--- src/rtl/angle_pkg.sv ---
package angle_pkg;
    localparam int TICKS_W = 10;
    localparam int TRR_INT_W = 15;
    localparam int TRR_FRAC_W = 9;
    localparam int TRR_W = 24;
    localparam int ANGLE_W = 24;
    localparam int TOOTH_W = 8;
    localparam int HR_CNT_W = 3;

    localparam logic [7:0] ADDR_CTRL = 8'h00;
    localparam logic [7:0] ADDR_TPR = 8'h04;
    localparam logic [7:0] ADDR_TRR = 8'h08;
    localparam logic [7:0] ADDR_STATUS = 8'h0C;
    localparam logic [7:0] ADDR_ANGLE = 8'h10;

    localparam int CTRL_ENABLE_BIT = 0;
    localparam int CTRL_REINIT_BIT = 1;
    localparam int TPR_TICKS_LSB = 0;
    localparam int TPR_MISS_LSB = 16;
    localparam int TPR_LAST_BIT = 20;
    localparam int STAT_MODE_LSB = 0;
    localparam int STAT_TOOTH_LSB = 8;
    localparam int STAT_TICK_LSB = 16;

    // high-rate tick every eight system clocks; preload gives the full eight
    localparam logic [HR_CNT_W-1:0] HR_PRELOAD = 3'h7;

    typedef struct packed {
        logic last;
        logic [1:0] miss;
        logic [TICKS_W-1:0] ticks;
    } tpr_t;

    typedef struct packed {
        logic [TRR_INT_W-1:0] int_part;
        logic [TRR_FRAC_W-1:0] frac;
    } trr_t;

    typedef enum logic [2:0] {
        MODE_NORMAL = 3'b001,
        MODE_HALT = 3'b010,
        MODE_HIGH = 3'b100
    } mode_t;

    localparam tpr_t TPR_RESET = '{last: 1'b0, miss: 2'h0, ticks: 10'h000};
    localparam trr_t TRR_RESET = '{int_part: 15'h0001, frac: 9'h000};
    localparam logic CTRL_ENABLE_RESET = 1'b0;
endpackage
--- src/rtl/angle_count_control.sv ---
`timescale 1ns/1ns
module angle_count_control
(
    input wire logic clk_in, // system clock
    input wire logic reset_n_in, // async reset
    input wire logic ce_in, // clock enable
    input wire logic tb1_tick_in, // primary time base count pulse
    input wire logic tooth_input_pin_in, // filtered tooth level
    input wire logic hsel_in, // ahb select
    input wire logic [7:0] haddr_in, // ahb address
    input wire logic [1:0] htrans_in, // ahb transfer type
    input wire logic hwrite_in, // ahb write
    input wire logic [2:0] hsize_in, // ahb size
    input wire logic [31:0] hwdata_in, // ahb write data
    input wire logic hready_in, // ahb bus ready
    output logic hreadyout_out, // ahb slave ready
    output logic hresp_out, // ahb response
    output logic [31:0] hrdata_out, // ahb read data
    output logic [angle_pkg::ANGLE_W-1:0] angle_time_base_out, // angle count
    output logic angle_tick_out, // tick counted
    output logic ch0_edge_out, // channel 0 transition
    output angle_pkg::mode_t mode_out // current mode
);
    import angle_pkg::*;

    logic enable_q, reinit_q, tooth_prev_q, ch0_edge_q, tick_seen_q, hold_q, wr_pend_q;
    tpr_t tpr_q, tmp_q;
    trr_t trr_q;
    mode_t mode_q;
    logic [TICKS_W-1:0] tick_cnt_q;
    logic [TOOTH_W-1:0] tooth_cnt_q;
    logic [ANGLE_W-1:0] angle_q;
    logic [TRR_INT_W-1:0] presc_q;
    logic [TRR_FRAC_W-1:0] frac_acc_q;
    logic [HR_CNT_W-1:0] hr_cnt_q;
    logic [7:0] wr_addr_q;
    logic [31:0] hrdata_q;

    tpr_t act;
    logic tooth_edge, end_now, norm_tick, hr_tick, tick, coincide, enter_high, dummy_norm;
    logic enter_halt, halt_release, hr_end, hr_dummy, hr_exit, advance, reset_angle, count;
    logic addr_ok;
    logic [31:0] rd_d;
    logic [TRR_FRAC_W:0] frac_sum;
    logic [TRR_INT_W-1:0] reload;

    // bus side: ready follows ce_in, so wait states while ce_in is low, always OKAY
    assign hreadyout_out = ce_in;
    assign hresp_out = 1'b0;
    assign hrdata_out = hrdata_q;
    assign addr_ok = hsel_in && htrans_in[1] && hready_in;

    always_comb
    begin
        rd_d = 32'h0000_0000;
        if (haddr_in == ADDR_CTRL)
            rd_d[CTRL_ENABLE_BIT] = enable_q;
        else if (haddr_in == ADDR_TPR)
        begin
            rd_d[TPR_TICKS_LSB +: TICKS_W] = tpr_q.ticks;
            rd_d[TPR_MISS_LSB +: 2] = tpr_q.miss;
            rd_d[TPR_LAST_BIT] = tpr_q.last;
        end
        else if (haddr_in == ADDR_TRR)
            rd_d[TRR_W-1:0] = trr_q;
        else if (haddr_in == ADDR_STATUS)
        begin
            rd_d[STAT_MODE_LSB +: 3] = mode_q;
            rd_d[STAT_TOOTH_LSB +: TOOTH_W] = tooth_cnt_q;
            rd_d[STAT_TICK_LSB +: TICKS_W] = tick_cnt_q;
        end
        else if (haddr_in == ADDR_ANGLE)
            rd_d[ANGLE_W-1:0] = angle_q;
    end

    always_ff @(posedge clk_in or negedge reset_n_in)
    begin
        if (!reset_n_in)
        begin
            wr_pend_q <= 1'b0;
            wr_addr_q <= 8'h00;
            hrdata_q <= 32'h0000_0000;
        end
        else if (ce_in)
        begin
            wr_pend_q <= addr_ok && hwrite_in;
            if (addr_ok)
                wr_addr_q <= haddr_in;
            if (addr_ok && !hwrite_in)
                hrdata_q <= rd_d;
        end
    end

    // reinit is a self-clearing strobe
    always_ff @(posedge clk_in or negedge reset_n_in)
    begin
        if (!reset_n_in)
        begin
            enable_q <= CTRL_ENABLE_RESET;
            reinit_q <= 1'b0;
        end
        else if (ce_in)
        begin
            reinit_q <= wr_pend_q && (wr_addr_q == ADDR_CTRL) && hwdata_in[CTRL_REINIT_BIT];
            if (wr_pend_q && (wr_addr_q == ADDR_CTRL))
                enable_q <= hwdata_in[CTRL_ENABLE_BIT];
        end
    end

    // software write of the tooth program wins over the hardware decrement
    always_ff @(posedge clk_in or negedge reset_n_in)
    begin
        if (!reset_n_in)
        begin
            tpr_q <= TPR_RESET;
            trr_q <= TRR_RESET;
        end
        else if (ce_in)
        begin
            if (wr_pend_q && (wr_addr_q == ADDR_TPR))
            begin
                tpr_q.ticks <= hwdata_in[TPR_TICKS_LSB +: TICKS_W];
                tpr_q.miss <= hwdata_in[TPR_MISS_LSB +: 2];
                tpr_q.last <= hwdata_in[TPR_LAST_BIT];
            end
            else if (dummy_norm)
                tpr_q.miss <= tpr_q.miss - 2'h1;
            if (wr_pend_q && (wr_addr_q == ADDR_TRR))
                trr_q <= hwdata_in[TRR_W-1:0];
        end
    end

    // high rate runs on the frozen copy, so live ticks writes wait
    assign act = (mode_q == MODE_HIGH) ? tmp_q : tpr_q;
    assign tooth_edge = enable_q && tooth_input_pin_in && !tooth_prev_q;
    assign end_now = (tick_cnt_q == act.ticks);
    assign hr_tick = (mode_q == MODE_HIGH) && (hr_cnt_q == '0);
    assign norm_tick = enable_q && (mode_q != MODE_HIGH) && tb1_tick_in && !hold_q
        && (presc_q == '0);
    assign tick = (mode_q == MODE_HIGH) ? hr_tick : norm_tick;
    assign coincide = (mode_q == MODE_NORMAL) && tooth_edge && end_now;
    assign enter_high = (mode_q == MODE_NORMAL) && tooth_edge && !end_now;
    assign dummy_norm = enable_q && (mode_q == MODE_NORMAL) && !tooth_edge && end_now
        && (tpr_q.miss != 2'h0);
    assign enter_halt = enable_q && (mode_q == MODE_NORMAL) && !tooth_edge && end_now
        && (tpr_q.miss == 2'h0);
    assign halt_release = (mode_q == MODE_HALT) && tooth_edge;
    assign hr_end = (mode_q == MODE_HIGH) && end_now;
    assign hr_dummy = hr_end && (tmp_q.miss != 2'h0);
    assign hr_exit = hr_end && (tmp_q.miss == 2'h0);
    assign advance = coincide || dummy_norm || halt_release || hr_end;
    assign reset_angle = ((coincide || halt_release) && tpr_q.last && (tpr_q.miss == 2'h0))
        || (hr_exit && tmp_q.last);
    assign count = tick && !end_now && (mode_q != MODE_HALT);
    assign frac_sum = {1'b0, frac_acc_q} + {1'b0, trr_q.frac};
    assign reload = (trr_q.int_part == '0) ? '0 : trr_q.int_part - 15'h0001;

    // normal tick generator, reloaded from the latest rate on each tick
    always_ff @(posedge clk_in or negedge reset_n_in)
    begin
        if (!reset_n_in)
        begin
            presc_q <= '0;
            frac_acc_q <= '0;
            hold_q <= 1'b0;
        end
        else if (ce_in)
        begin
            if (reinit_q || hr_exit)
            begin
                presc_q <= reload;
                frac_acc_q <= '0;
                hold_q <= 1'b0;
            end
            else if (enable_q && (mode_q != MODE_HIGH) && tb1_tick_in)
            begin
                if (hold_q)
                    hold_q <= 1'b0;
                else if (presc_q == '0)
                begin
                    presc_q <= reload;
                    frac_acc_q <= frac_sum[TRR_FRAC_W-1:0];
                    hold_q <= frac_sum[TRR_FRAC_W];
                end
                else
                    presc_q <= presc_q - 15'h0001;
            end
        end
    end

    always_ff @(posedge clk_in or negedge reset_n_in)
    begin
        if (!reset_n_in)
        begin
            hr_cnt_q <= HR_PRELOAD;
        end
        else if (ce_in)
        begin
            if (enter_high || hr_cnt_q == '0)
                hr_cnt_q <= HR_PRELOAD;
            else if (mode_q == MODE_HIGH)
                hr_cnt_q <= hr_cnt_q - 3'h1;
        end
    end

    always_ff @(posedge clk_in or negedge reset_n_in)
    begin
        if (!reset_n_in)
        begin
            tooth_prev_q <= 1'b0;
            ch0_edge_q <= 1'b0;
        end
        else if (ce_in)
        begin
            tooth_prev_q <= tooth_input_pin_in;
            ch0_edge_q <= tooth_edge;
        end
    end

    // count control: mode, tick and tooth counters, angle accumulator
    always_ff @(posedge clk_in or negedge reset_n_in)
    begin
        if (!reset_n_in)
        begin
            mode_q <= MODE_NORMAL;
            tick_cnt_q <= '0;
            tooth_cnt_q <= '0;
            angle_q <= '0;
            tmp_q <= TPR_RESET;
            tick_seen_q <= 1'b0;
        end
        else if (ce_in)
        begin
            tick_seen_q <= count;
            if (reinit_q || !enable_q)
            begin
                mode_q <= MODE_NORMAL;
                tick_cnt_q <= '0;
                if (reinit_q)
                begin
                    tooth_cnt_q <= '0;
                    angle_q <= '0;
                end
            end
            else
            begin
                if (enter_high)
                begin
                    mode_q <= MODE_HIGH;
                    tmp_q <= tpr_q;
                end
                else if (enter_halt)
                    mode_q <= MODE_HALT;
                else if (halt_release || hr_exit)
                    mode_q <= MODE_NORMAL;
                if (hr_dummy)
                    tmp_q.miss <= tmp_q.miss - 2'h1;
                if (advance)
                begin
                    tick_cnt_q <= '0;
                    tooth_cnt_q <= tooth_cnt_q + 8'h01;
                    angle_q <= reset_angle ? '0 : angle_q + 24'h000001;
                end
                else if (count)
                begin
                    tick_cnt_q <= tick_cnt_q + 10'h001;
                    angle_q <= angle_q + 24'h000001;
                end
            end
        end
    end

    assign angle_time_base_out = angle_q;
    assign angle_tick_out = tick_seen_q;
    assign ch0_edge_out = ch0_edge_q;
    assign mode_out = mode_q;

    AST_ACCUM: assert property (@(posedge clk_in) disable iff (!reset_n_in)
        (angle_q != $past(angle_q)) |-> (angle_q == $past(angle_q) + 24'h000001)
        || (angle_q == '0))
        else $error("angle jumped by more than one");
    AST_CH0: assert property (@(posedge clk_in) disable iff (!reset_n_in)
        (ce_in && tooth_edge) |=> ch0_edge_out)
        else $error("filtered tooth edge not passed to channel 0");
    AST_COINCIDE: assert property (@(posedge clk_in) disable iff (!reset_n_in)
        (ce_in && coincide && !reinit_q) |=> (mode_q == MODE_NORMAL) && (tick_cnt_q == '0)
        && (tooth_cnt_q == $past(tooth_cnt_q) + 8'h01))
        else $error("coincident tooth did not advance");
    AST_HALT_ENTRY: assert property (@(posedge clk_in) disable iff (!reset_n_in)
        (ce_in && enter_halt && !reinit_q) |=> (mode_q == MODE_HALT)
        ##0 ($stable(angle_q) && $stable(tooth_cnt_q)))
        else $error("halt not entered at estimated end");
    AST_HALT_RELEASE: assert property (@(posedge clk_in) disable iff (!reset_n_in)
        (ce_in && halt_release && !reinit_q) |=> (mode_q == MODE_NORMAL)
        && (tick_cnt_q == '0) && (tooth_cnt_q == $past(tooth_cnt_q) + 8'h01))
        else $error("halt release wrong");
    AST_ENTER_HIGH: assert property (@(posedge clk_in) disable iff (!reset_n_in)
        (ce_in && enter_high && !reinit_q) |=> (mode_q == MODE_HIGH) && (tmp_q == $past(tpr_q)))
        else $error("high rate entry without copy");
    AST_HR_FIRST: assert property (@(posedge clk_in) disable iff (!reset_n_in || !ce_in)
        (enter_high && !reinit_q) |=> !hr_tick [*7] ##1 (hr_tick || mode_q != MODE_HIGH))
        else $error("first high rate tick not eight clocks after entry");
    AST_HR_NOISE: assert property (@(posedge clk_in) disable iff (!reset_n_in)
        (ce_in && mode_q == MODE_HIGH && !hr_end && !reinit_q && enable_q)
        |=> (mode_q == MODE_HIGH))
        else $error("tooth during high rate changed mode");
    AST_HR_EXIT: assert property (@(posedge clk_in) disable iff (!reset_n_in)
        (ce_in && hr_exit && !reinit_q && enable_q) |=> (mode_q == MODE_NORMAL)
        && (tick_cnt_q == '0))
        else $error("high rate end did not return to normal");
    AST_DUMMY: assert property (@(posedge clk_in) disable iff (!reset_n_in)
        (ce_in && dummy_norm && !reinit_q) |=> (mode_q == MODE_NORMAL)
        && (tpr_q.miss == $past(tpr_q.miss) - 2'h1 || $past(wr_pend_q)))
        else $error("dummy tooth not inserted");
endmodule

--- config.mk ---
export PLATFORM = sky130hd
export DESIGN_NAME = angle_count_control
export DESIGN_NICKNAME = d
export VERILOG_FILES = /design/src/rtl/angle_pkg.sv /design/src/rtl/angle_count_control.sv
export SDC_FILE = /design/constraint.sdc
export NUM_CORES = 1
export LEC_CHECK = 0
export BUFFER_PORTS_ARGS = -buffer_cell sky130_fd_sc_hd__buf_2
export CORE_MARGIN = 4
export CORE_UTILIZATION = 54
export CTS_CLUSTER_DIAMETER = 150
export CTS_CLUSTER_SIZE = 25
export DETAILED_ROUTE_END_ITERATION = 10
export PLACE_DENSITY_LB_ADDON = 0.2
export RECOVER_POWER = 25
export REMOVE_ABC_BUFFERS = 1
export SLEW_MARGIN = 0
export SYNTH_ARGS = -nofsm -noshare
export SYNTH_HDL_FRONTEND = slang
export SYNTH_SLANG_ARGS = --single-unit
export TNS_END_PERCENT = 20
--- constraint.sdc ---
create_clock -name clk_in -period 3.83 [get_ports clk_in]
set_clock_uncertainty 0.2 [all_clocks]
set_input_delay 0 -clock clk_in [delete_from_list [all_inputs] [get_ports clk_in]]
set_output_delay 0 -clock clk_in [all_outputs]
set_load 0.005 [all_outputs]
### Word-level counts from Yosys, hierarchy flattened

Index checks and enable logic that the tools add are counted.

| storage, ports and cells | value |
|---|---|
| flip-flop bits (word level) | 163 |
| bits in latches | 0 |
| memory bits (writable) | 0 |
| bits in read-only memories | 0 |
| output and inout bits | 63 |
| logic and storage cells | 179 |
| memories | 0 |

| cells by class | value |
|---|---|
| add/sub/neg operators | 9 |
| $mul | 0 |
| divide/modulo/power cells | 0 |
| $lt $le $gt $ge | 0 |
| equality and inequality tests | 14 |
| shift-type cells | 0 |
| mux-type cells | 51 |
| bitwise operators | 1 |
| reduce and logical (&&, ||, !) cells | 80 |

Operators by type and width:

| kind | count |
|---|---|
| $mux 24 | 7 |
| $mux 15 | 5 |
| $mux 10 | 5 |
| $mux 9 | 4 |
| $logic_and 1x1->1 | 32 |
| $logic_not 15->1 | 2 |
| $sub 15x1->15 const B | 2 |
| $mux 25 | 1 |
| $add 24x1->24 const B | 1 |
| $eq 8x4->1 const B | 3 |
| $mux 8 | 3 |
| $mux 3 | 7 |
| $reduce_and 2->1 | 10 |
| $eq 8x3->1 const B | 2 |
| $logic_not 8->1 | 2 |
| $mux 16 | 1 |
| $reduce_bool 2->1 | 8 |
| $reduce_and 3->1 | 5 |
| $mux 2 | 7 |
| $mux 12 | 1 |
| $add 10x1->10 const B | 1 |
| $add 9x9->10 | 1 |
| $eq 10x10->1 | 1 |
| $mux 5 | 2 |
| 21 further kinds | 42 |

### Depth between registers and ports, before layout

Gate-level depths: netlist of run 1.

| logic depth | value |
|---|---|
| depth after elaboration | 11 |
| depth in mapped cells | 12 |

### Worst setup path after synthesis of run 1

No wires, ideal clock.

| timing path | value |
|---|---|
| path kind | flip-flop to flip-flop |
| start | register presc_q[0] |
| end | register angle_q[13], in the netlist angle_time_base_out[13] |
| setup time | 130 ps |
| data arrival time | 2625 ps |
| path slack | 875 ps |
| cell stages (with the launch flop) | 13 |
| buffers on the path | 2 |
| period minus slack after synthesis | 2955 ps |
| cell sequence | dfrtp_1 > inv_1 > ha_1 > or3b_1 > or3_1 > buf_2 > a2111o_1 > nand2_1 > a211o_2 > nand3_2 > clkbuf_1 > o21ai_0 > o31ai_2 |

| between the ends | value |
|---|---|
| cells in the longest elaborated chain, start to end | 7 |

RTL lines:

| item | RTL line | text |
|---|---|---|
| start: declaration | angle_count_control.sv:33 | `logic [TRR_INT_W-1:0] presc_q;` |
| start signal: assignment | angle_count_control.sv:171 | `presc_q <= reload;` |
| start signal: assignment | angle_count_control.sv:181 | `presc_q <= reload;` |
| start signal: assignment | angle_count_control.sv:186 | `presc_q <= presc_q - 15'h0001;` |
| $logic_not 15->1 | angle_count_control.sv:139 | `&& (presc_q == '0);` |
| $logic_and 1x1->1 | angle_count_control.sv:139 |  |
| $mux 1 | angle_count_control.sv:140 | `assign tick = (mode_q == MODE_HIGH) ? hr_tick : norm_tick;` |
| $logic_and 1x1->1 (2 in a row) | angle_count_control.sv:154 | `assign count = tick && !end_now && (mode_q != MODE_HALT);` |
| $reduce_bool 3->1 (no source line) | -- |  |
| $reduce_and 3->1 (no source line) | -- |  |
| end signal: assignment | angle_count_control.sv:262 | `angle_q <= reset_angle ? '0 : angle_q + 24'h000001;` |
| end signal: assignment | angle_count_control.sv:267 | `angle_q <= angle_q + 24'h000001;` |
| end: declaration | angle_count_control.sv:32 | `logic [ANGLE_W-1:0] angle_q;` |

No other way between the ends.
A chain may end at the register's enable or synchronous reset.

### Final worst setup path of run 1

| timing path | value |
|---|---|
| start | register presc_q[0] |
| end | register angle_q[6], in the netlist angle_time_base_out[6] |

The elaborated chain is that of the path after synthesis.

==> metrics.txt, run 1 <==
post-place setup slack=0.4868 ns; post-route minimum period=3.392 ns; share of the synthesized area in the top cell type=43.10%; drt pass-1 iters=5; setup slack after layout=0.4378 ns; clock net sink count=163; # rows=47; final worst-path cycle share=88.57%; postcts setup bufs=0; worst-skew pair later-pin latency=0.44 ns; Final Power=4.641 mW; via/cell ratio=6.022; Synthesis Warnings=0; final std cells w/o fill=1304; Die X=138.3 um; CP arrival=3.58 ns; RSZ-0062 raised after global routing=no; Final Core Density=65.06%; CP Data Required Time=4.02 ns; NumNets Final=1144; area leader, netlist=dfrtp_1; initial core utilization=55.12%; share of layout cells above drive strength 1=20.48%; ranking of synthesized cells by instance count=dfrtp_1 (158), nor2_1 (88), nand2_1 (68); number of CTS-inserted buffers=17; most common cell in the netlist=dfrtp_1; total of max-cap violations=1; core area=16640 sq um; placed cell count=1235; PortBufs=96; Worst path max stage delay=0.50 ns; IO Count=116; HP Class=in2reg; Iteration-0 DRC Markers=735; die height=138.3 um; DR DRC count=0; critical path class=reg2reg; synthesized area per cell=9.635 sq um; Layout Area Growth over Synthesis=18.05%; Peak VDD IR=349.7 uV; largest cells by area after synthesis=dfrtp_1 (43%), mux2_2 (7.6%), nor2_1 (3.6%), a21oi_1 (3.4%), o21ai_0 (3.0%); die area=19140 sq um; largest net degree at the start of global routing=103; CTS max path bufs=2; WL per Instance=19.33 um; library cells used by synthesis=83; Cells after Synth=952; WHS=0.04468 ns; final count of pins violating max slew=102; CTS clk-pin slew, worst paths=0.07 ns; routability cong.=0.8733; normalized max-slew margin=-76.69%; GR Overflow Total=0; vias in the first global route=7823; initial antenna violation count=0; Fin. Hold Viols=0; slowest CP cell=or3_1; DPL Wire Length=17240 um; post-synthesis cell area=9173 sq um; Tot GR Track Use=26.71%; Routed Wire Length=25210 um; Startpoint Class=flop; crit-path max FO=16; Slew @ Worst Pin=2.650 ns; number of flops mapped to enable cells by yosys=0; Clock Tree Root=clkbuf_16; CTS H-tree depth=4; CTS tree=yes; top_reg_cell synth=dfrtp_1; final setup vio count=0; vias post-DR=7853; pwr dens=428.6 nW/um^2; FF+latch count, synth=163; CP Capture Type=flop; ys async rst share=100.0%; Seq/Total Area, Yosys=44.54%; n_diodes=0; fmax=294.8 MHz; Cell Chain, Critical Path=inv_1 -> ha_1 -> or3b_1 -> or3_1 -> a2111o_1 -> nand2_1 -> a211o_2 -> nand4bb_4 -> buf_4 -> nor3b_1 -> a21o_1; final instance area=10830 sq um; first-pass GRT wire length=41540 um; status=finished with violations; failing checks=capacitance limit, slew limit; Post-DRT Antenna Nets=0; dpl cell area=9843 sq um; Pleak=4.952 nW; setup TNS=0 ns
-- path summary, 6_finish.rpt --
check / start / to / slack, ns / cells past startpoint
worst max-delay path: presc_q[0] / angle_time_base_out[6] / 0.44 / 11
worst min-delay path: hready_in / wr_pend_q / 0.04 / 3
worst min register to register: wr_pend_q / wr_pend_q / 0.28 / 1
max in group asynchronous: reset_n_in / tmp_q[12] / 1.16 / 2
min in group asynchronous: reset_n_in / ch0_edge_out / 0.70 / 2
worst max register to register: presc_q[0] / angle_time_base_out[6] / 0.44 / 11
-- registers in the layout, indices dropped and copies added, names as in the netlist --
signal / flops
presc_q: 15
angle_time_base_out: 24
hold_q: 1
trr_q: 24
frac_acc_q: 9
reinit_q: 1
hr_cnt_q: 3
tpr_q: 13
enable_q: 1
tick_cnt_q: 10
mode_out: 3
tooth_prev_q: 1
tooth_cnt_q: 8
hrdata_out: 26
tmp_q: 13
ch0_edge_out: 1
wr_addr_q: 8
angle_tick_out: 1
wr_pend_q: 1
-- cells in the final DEF, fill, tap and decap left out, types with 19 or more instances in the layout --
| cell type | synthesis | routed |
|---|---|---|
| a21oi_1 | 62 | 62 |
| and3_1 | 19 | 19 |
| buf_2 | 10 | 72 |
| buf_4 | 9 | 19 |
| clkbuf_1 | 33 | 22 |
| dfrtp_1 | 158 | 158 |
| dlygate4sd3_1 | 0 | 38 |
| inv_1 | 38 | 38 |
| mux2_2 | 62 | 62 |
| nand2_1 | 68 | 68 |
| nand3_1 | 29 | 29 |
| nor2_1 | 88 | 87 |
| nor3_1 | 27 | 27 |
| o21ai_0 | 55 | 55 |
-- cell type report --
cell class | instances | area (sq um)
fillers | 1333 | 5814
inverters | 39 | 146.4
flip-flops and latches | 163 | 4085
clock inverters | 14 | 214.0
repair buffers | 154 | 994.7
well taps | 220 | 275.3
clock buffers | 17 | 425.4
multi-input cells | 697 | 4687
-- cells by family (layout without fill, tap and decap cells) --
| group | count (synthesis) | after routing | synth area share (%) |
|---|---|---|---|
| muxes | 79 | 79 | 9.494 |
| xor gates and xnor gates | 28 | 28 | 2.674 |
| AOI/OAI and AO/OA | 245 | 245 | 17.87 |
| DFF | 163 | 163 | 44.54 |
| other | 1 | 7 | 0.04088 |
| adders and majority gates | 19 | 19 | 2.674 |
| and+or+nand+nor | 319 | 319 | 17.95 |
| buffers and inverters | 98 | 224 | 4.761 |
-- critical path, delay by kind of cell, from the launching register on --
| kind | cells | cell delay (ns) |
|---|---|---|
| AO/OA/AOI/OAI | 3 | 0.68 |
| AND/OR/NAND/NOR | 5 | 1.50 |
| adder cells (fa/ha/maj) | 1 | 0.20 |
| flip-flops | 1 | 0.41 |
| buffers and inverters | 2 | 0.34 |
-- layer usage --
metal / track usage (%) / wire [um]
met1: 37.69 / 11190
met2: 42.55 / 12040
met3: 4.972 / 1542
met4: 7.696 / 432
met5: 0 / 0
-- power by group --
group          internal (mW)  switching [mW]  leakage (nW)
logic                  0.322           0.368          2.49
registers               1.89           0.170          2.15
clock network           1.11           0.781         0.312
-- repair_timing --
action | in CTS | in global routing
hold endpoints to repair | 172 | 0
resized for setup | 0 | 0
hold buffers | 38 | 0
Note: power is estimated with default switching activity, not from simulation.
==> inputs of run 2 (changes only) <==
ABC_AREA = 1   (was not set)
clock period = 2.75 ns   (was 3.83 ns; I/O delays follow)
==> metrics.txt, run 2 <==
post-route minimum period=2.672 ns (-0.7198 ns); initial antenna violation count=0 (unchanged); library cells used by synthesis=49 (-41%); Peak VDD IR=510.7 uV (+46%); IO Count=116 (unchanged); CTS H-tree depth=4 (unchanged); HP Class=in2reg; largest family of logic cells by synthesized area=simple AND/OR/NAND/NOR gates; ranking of synthesized cells by instance count=nand2_1 (399), dfrtp_1 (158), inv_1 (120); CTS max path bufs=2 (unchanged); setup slack, reg-to-reg=0.08 ns (-0.36 ns); die area=20390 sq um (+6.6%); PortBufs=96 (unchanged); fmax=374.2 MHz (+27%); share of layout cells above drive strength 1=15.19% (-5.3 points); adder-cell area share of the yosys netlist=2.500% (-0.17 points); Routed Wire Length=28810 um (+14%); total of max-cap violations=0 (-1); NumNets Final=1553 (+36%); area leader, netlist=dfrtp_1; Synth Area in Compound Gates=10.02% (-7.8 points); final worst-path cycle share=97.18% (+8.6 points); dpl cell area=10670 sq um (+8.4%); WL per Instance=16.72 um (-13%); Cells after Synth=1315 (+38%); final count of pins violating max slew=0 (-100%); Startpoint Class=flop; setup TNS=0 ns (unchanged); Layout Area Growth over Synthesis=21.11%; commonest non-fill, non-tap cells in the layout=nand2_1 (399), dfrtp_1 (157), inv_1 (119), nor2_1 (115), o21ai_0 (114); FF-to-FF End=angle_time_base_out[16]; mux contribution to synthesized area=1.607% (-7.9 points); DR DRC count=0 (unchanged); drt pass-1 iters=6 (+1); vias post-DR=9554 (+22%); CP startpoint=mode_out[1]; CP Data Required Time=2.87 ns (-1.15 ns); pwr dens=486.5 nW/um^2 (+14%); Seq/Total Area, Yosys=41.64% (-2.9 points); core area=17900 sq um (+7.6%); normalized max-slew margin=10.96% (+88 points); Post-Synth Simple-Gate Area=31.72% (+14 points); Pleak=5.996 nW (+21%); Tot GR Track Use=28.31% (+1.6 points); final setup vio count=0 (unchanged); via/cell ratio=5.545 (-7.9%); ys async rst share=100.0% (unchanged); Synthesis Warnings=0 (unchanged); RSZ-0062 raised after global routing=yes; status=complete, no violations; post-synthesis cell area=9811 sq um (+7.0%); # rows=49 (+4.3%); r2r startpoint=mode_out[1]; n_diodes=0 (unchanged); Iteration-0 DRC Markers=827 (+13%); Post-Synth XOR/XNOR Area=4.553% (+1.9 points); Clock Tree Root=clkbuf_16; synthesized area per cell=7.461 sq um (-23%); Fillers=1545 (+16%); Post-DRT Antenna Nets=0 (unchanged); DPL Wire Length=20260 um (+17%); CTS clk-pin slew, worst paths=0.06 ns (about the same); share of the synthesized area in the top cell type=40.30% (-2.8 points); Die X=142.8 um (+3.2%); max reg flops=26 (unchanged); vias in the first global route=8779 (+12%); largest net degree at the start of global routing=66 (-36%); CP endpoint=angle_time_base_out[16]; CTS tree=yes; Fin. Hold Viols=0 (unchanged); CP Capture Type=flop; routability cong.=0.9741 (+12%); commonest non-fill, non-tap cell in the layout=nand2_1; final instance area=11880 sq um (+9.7%); largest cells by area after synthesis=dfrtp_1 (40%), nand2_1 (15%), o21ai_0 (5.8%), inv_1 (4.6%), nor2_1 (4.5%); first-pass GRT wire length=45660 um (+9.9%); Slew @ Worst Pin=1.336 ns (-1.315 ns); FF+latch count, synth=163 (unchanged); worst reg-to-reg path cell count=15 (+4); GR Overflow Total=0 (unchanged); number of flops mapped to enable cells by yosys=0 (unchanged); critical path class=reg2reg; number of CTS-inserted buffers=17 (unchanged); top_reg_cell synth=dfrtp_1; worst-skew pair later-pin latency=0.43 ns (about the same); die height=142.8 um (+3.2%); crit-path max FO=23 (+7); CP arrival=2.79 ns (-0.79 ns); initial core utilization=54.80% (-0.31 points); WHS=0.08756 ns (+0.04288 ns); most common cell in the netlist=nand2_1; clock net sink count=163 (unchanged)
run 2: where the power goes:
group | leakage [nW] | switching [mW] | internal [mW] | total (mW)
Combinational | 3.48 | 0.450 | 0.295 | 0.745
Sequential | 2.21 | 0.0605 | 2.47 | 2.53
Clock | 0.301 | 0.973 | 1.54 | 2.51
Total | 6.00 | 1.48 | 4.30 | 5.78
run 2: repair_timing:
action	CTS	global route
hold buffers	45	0
gates resized for setup	1	24
setup endpoints to repair	26	77
endpoints found under the hold margin	213	0
buffers inserted	1	6
pin swaps	1	2
cloned	0	3
run 2: cell type report:
cell class              instances  area (sq um)  area share (%)
clock inverters                11         161.4           1.358
multi-input cells             980          5061           42.60
inverters                     127         491.7           4.139
clock buffers                  21         450.4           3.791
repair inverters                1         7.507         0.06318
flip-flops and latches        163          4086           34.39
repair buffers                191          1336           11.25
well taps                     229         286.5           2.412
run 2: critical path, stage by stage, from the launching register on:
cell and delay (ns):
dfrtp_1 0.40, nor2_4 0.20, buf_8 0.17, nand3_1 0.08
nand3_1 0.09, nand2_1 0.06, nor2_2 0.19, nand2_1 0.12
nor2_4 0.14, nand2_1 0.08, nand4_1 0.10, buf_4 0.15
nand3_4 0.18, buf_12 0.22, nand4_1 0.10, nand2_1 0.07
run 2: cells by family (layout without fill, tap and decap cells):
kind of cell | Yosys count | in the layout
simple gates | 705 | 707
compound gates | 182 | 182
buf+inv | 180 | 351
flops | 163 | 163
xor+xnor | 51 | 51
fa+ha+maj | 19 | 19
mux | 14 | 14
other cells | 1 | 7
run 2: how the worst min path moves through the flow:
stage	end	cells past startpoint	from	slack, ns
finish	wr_addr_q[7]	5	htrans_in[1]	0.09
global route	trr_q[14]	3	hwdata_in[14]	0.15
CTS	wr_addr_q[7]	5	htrans_in[1]	0.06
detailed placement	angle_time_base_out[15]	1	reset_n_in	-0.22
global placement	angle_time_base_out[15]	1	reset_n_in	-0.22
floorplan	angle_tick_out	0	reset_n_in	-0.50
run 2: per-layer routing:
| metal | up-vias | track usage [%] | routed length (um) |
|---|---|---|---|
| li1 | 4615 | - | - |
| met1 | 4492 | 41.02 | 12500 |
| met2 | 402 | 43.50 | 13240 |
| met3 | 45 | 4.186 | 2329 |
| met4 | 0 | 10.11 | 744 |
| met5 | - | 0 | 0 |
run 2: through the flow:
stage / setup WS, ns / utilization (%) / total power, mW / cells
CTS: 0.01370 / 65.71 / 5.774 / 1714
finish: 0.07762 / 66.37 / 5.781 / 1723
detailed placement: -0.09568 / 59.62 / 3.203 / 1636
floorplan: 0.003496 / - / 2.951 / 1268
global route: -0.04217 / 66.37 / 6.008 / 1723
global placement: -0.08173 / 59.62 / 3.190 / 1636
==> inputs of run 3 (changes only) <==
ABC_AREA = 0   (was 1)
CORE_UTILIZATION = 53   (was 54)
==> metrics.txt, run 3 (same netlist as run 1, synthesis figures left out) <==
status=finished with violations; failing checks=setup timing; pwr dens=522.5 nW/um^2 (+7.4%); Layout Area Growth over Synthesis=31.69%; vias post-DR=8485 (-11%); initial core utilization=54.73% (-0.072 points); post-route minimum period=2.891 ns (+0.2188 ns); worst-skew pair later-pin latency=0.43 ns (about the same); crit-path max FO=24 (+4.3%); WP buf/inv=2 (-1); final worst-path cycle share=105.1% (+8.0 points); share of layout cells above drive strength 1=31.08% (+16 points); RSZ-0062 raised after global routing=yes; initial antenna violation count=0 (unchanged); DR DRC count=0 (unchanged); die area=19480 sq um (-4.5%); Iteration-0 DRC Markers=649 (-22%); largest net degree at the start of global routing=51 (-23%); final instance area=12080 sq um (+1.7%); WL per Instance=19.94 um (+19%); Comb power frac=21.3% (+8.4 points); Slew @ Worst Pin=1.074 ns (-0.2613 ns); total of max-cap violations=0 (unchanged); final count of pins violating max slew=0 (unchanged); slowest CP cell=dfstp_2; vias in the first global route=8562 (-2.5%); commonest non-fill, non-tap cells in the layout=dfrtp_1 (157), buf_4 (89), nor2_1 (85), buf_2 (79), nand2_1 (64); Startpoint Class=flop; Routed Wire Length=27990 um (-2.8%); Peak VDD IR=451.8 uV (-12%); routability cong.=0.9117 (-6.4%); CP Capture Type=flop; core area=16760 sq um (-6.4%); number of CTS-inserted buffers=17 (unchanged); Tot GR Track Use=29.04% (+0.73 points); post-place setup slack=-0.2621 ns (-0.1664 ns); n_diodes=0 (unchanged); first-pass GRT wire length=45870 um (+0.45%); via/cell ratio=6.043 (+9.0%); CTS max path bufs=2 (unchanged); CP Data Required Time=2.87 ns (about the same); normalized max-slew margin=28.38% (+17 points); critical path's top delay family=compound AO/OA/AOI/OAI gates; CTS H-tree depth=4 (unchanged); CP arrival=3.01 ns (+0.22 ns); Cell Chain, Critical Path=nor3b_4 -> buf_4 -> or3_1 -> a2111o_1 -> nand2_2 -> a211o_4 -> nand3_2 -> buf_12 -> o21bai_1 -> a21o_1; drt pass-1 iters=6 (unchanged); Worst path max stage delay=0.58 ns (+0.18 ns); commonest non-fill, non-tap cell in the layout=dfrtp_1; Internal Power=4.473 mW (+4.1%); fmax=345.9 MHz (-7.6%); Sw Pwr=1.838 mW (+24%); Die X=139.6 um (-2.3%); IO Count=116 (unchanged); CTS tree=yes; Post-DRT Antenna Nets=0 (unchanged); NumNets Final=1245 (-20%); GR Overflow Total=0 (unchanged); HP Class=in2reg; Clock Tree Root=clkbuf_16; Clk pwr share=34.3% (-9.1 points); Seq pwr share=44.4% (+0.7 points); DPL Wire Length=18900 um (-6.7%); dpl cell area=10470 sq um (-1.9%); PortBufs=96 (unchanged); Pleak=5.622 nW (-6.2%); max reg flops=26 (unchanged); Fin. Hold Viols=0 (unchanged); die height=139.6 um (-2.3%); setup slack after layout=-0.1412 ns (-0.2188 ns); final setup vio count=47 (+47); sw frac=29.13% (+3.5 points); CTS clk-pin slew, worst paths=0.06 ns (about the same); clock net sink count=163 (unchanged); # rows=47 (-4.1%); critical path class=reg2reg
[run 3: changes by cell type in the layout (fill, tap and decap cells not counted), sizes merged, moves of 21 or more]
| cell | previous run | this run |
|---|---|---|
| nand4 | 43 | 9 |
| nand3 | 86 | 30 |
| inv | 124 | 39 |
| mux2 | 14 | 64 |
| nor2 | 126 | 89 |
| a21oi | 31 | 63 |
| nand2 | 408 | 68 |
| o21ai | 125 | 66 |
| buf | 129 | 185 |
| xor2 | 34 | 13 |
[run 3: path summary, 6_finish.rpt]
check	startpoint	endpoint	slack, ns	cells after the start
setup reg to reg	mode_out[0]	angle_time_base_out[6]	-0.14	10
hold reg to reg	frac_acc_q[2]	frac_acc_q[2]	0.29	2
min in group asynchronous	reset_n_in	hr_cnt_q[1]	0.99	3
hold / removal	haddr_in[2]	hrdata_out[25]	0.03	3
setup / recovery	mode_out[0]	angle_time_base_out[6]	-0.14	10
max in group asynchronous	reset_n_in	angle_time_base_out[12]	0.23	4
[run 3: cell type report]
| class | count | area (sq um) |
|---|---|---|
| Timing Repair Buffer | 253 | 1888 |
| Multi-Input combinational cell | 699 | 5160 |
| Sequential cell | 163 | 4086 |
| Clock inverter | 7 | 55.05 |
| Clock buffer | 23 | 467.9 |
| Inverter | 39 | 146.4 |
| Tap cell | 220 | 275.3 |
| Fill cell | 1207 | 4681 |
[run 3: routing by layer]
| metal | vias to the layer above | routed length (um) | GRT usage (%) |
|---|---|---|---|
| met4 | 0 | 596 | 7.853 |
| li1 | 3898 | - | - |
| met2 | 324 | 13410 | 47.20 |
| met1 | 4206 | 12010 | 39.56 |
| met3 | 57 | 1974 | 6.587 |
| met5 | - | 0 | 0 |
[run 3: worst reg2reg max path, delay by kind of cell (launching register included)]
family / cells / cell delay (ns)
compound gates: 4 / 0.95
buf+inv: 2 / 0.35
flops: 1 / 0.58
simple gates: 4 / 0.70
[run 3: repair_timing]
item,in CTS,in global routing
resized for setup,55,61
endpoints found under the setup margin,80,87
setup buffers,4,4
hold endpoints to repair,225,0
pin swaps,24,10
hold buffers,49,0
cloned,5,0
[run 3: per-stage QoR]
stage	hold slack (ns)	setup TNS, ns	utilization (%)	total power [mW]	instances
after floorplan	-0.4956	-21.11	-	3.401	899
after global placement	-0.1908	-4.326	62.48	3.982	1312
after detailed placement	-0.1942	-6.852	62.48	4.002	1312
after CTS	0.002317	-1.196	70.63	6.258	1400
after global routing	0.04111	-8.607	72.07	6.613	1404
final	0.02695	-2.629	72.07	6.312	1404
[run 3: power groups by stage]
stage / Sequential, mW / Clock, mW / Combinational [mW]
after floorplan: 2.83 / 0 / 0.570
after global placement: 2.83 / 0 / 1.15
after detailed placement: 2.83 / 0 / 1.17
after CTS: 2.80 / 2.17 / 1.29
after global routing: 2.83 / 2.30 / 1.48
final: 2.80 / 2.17 / 1.34
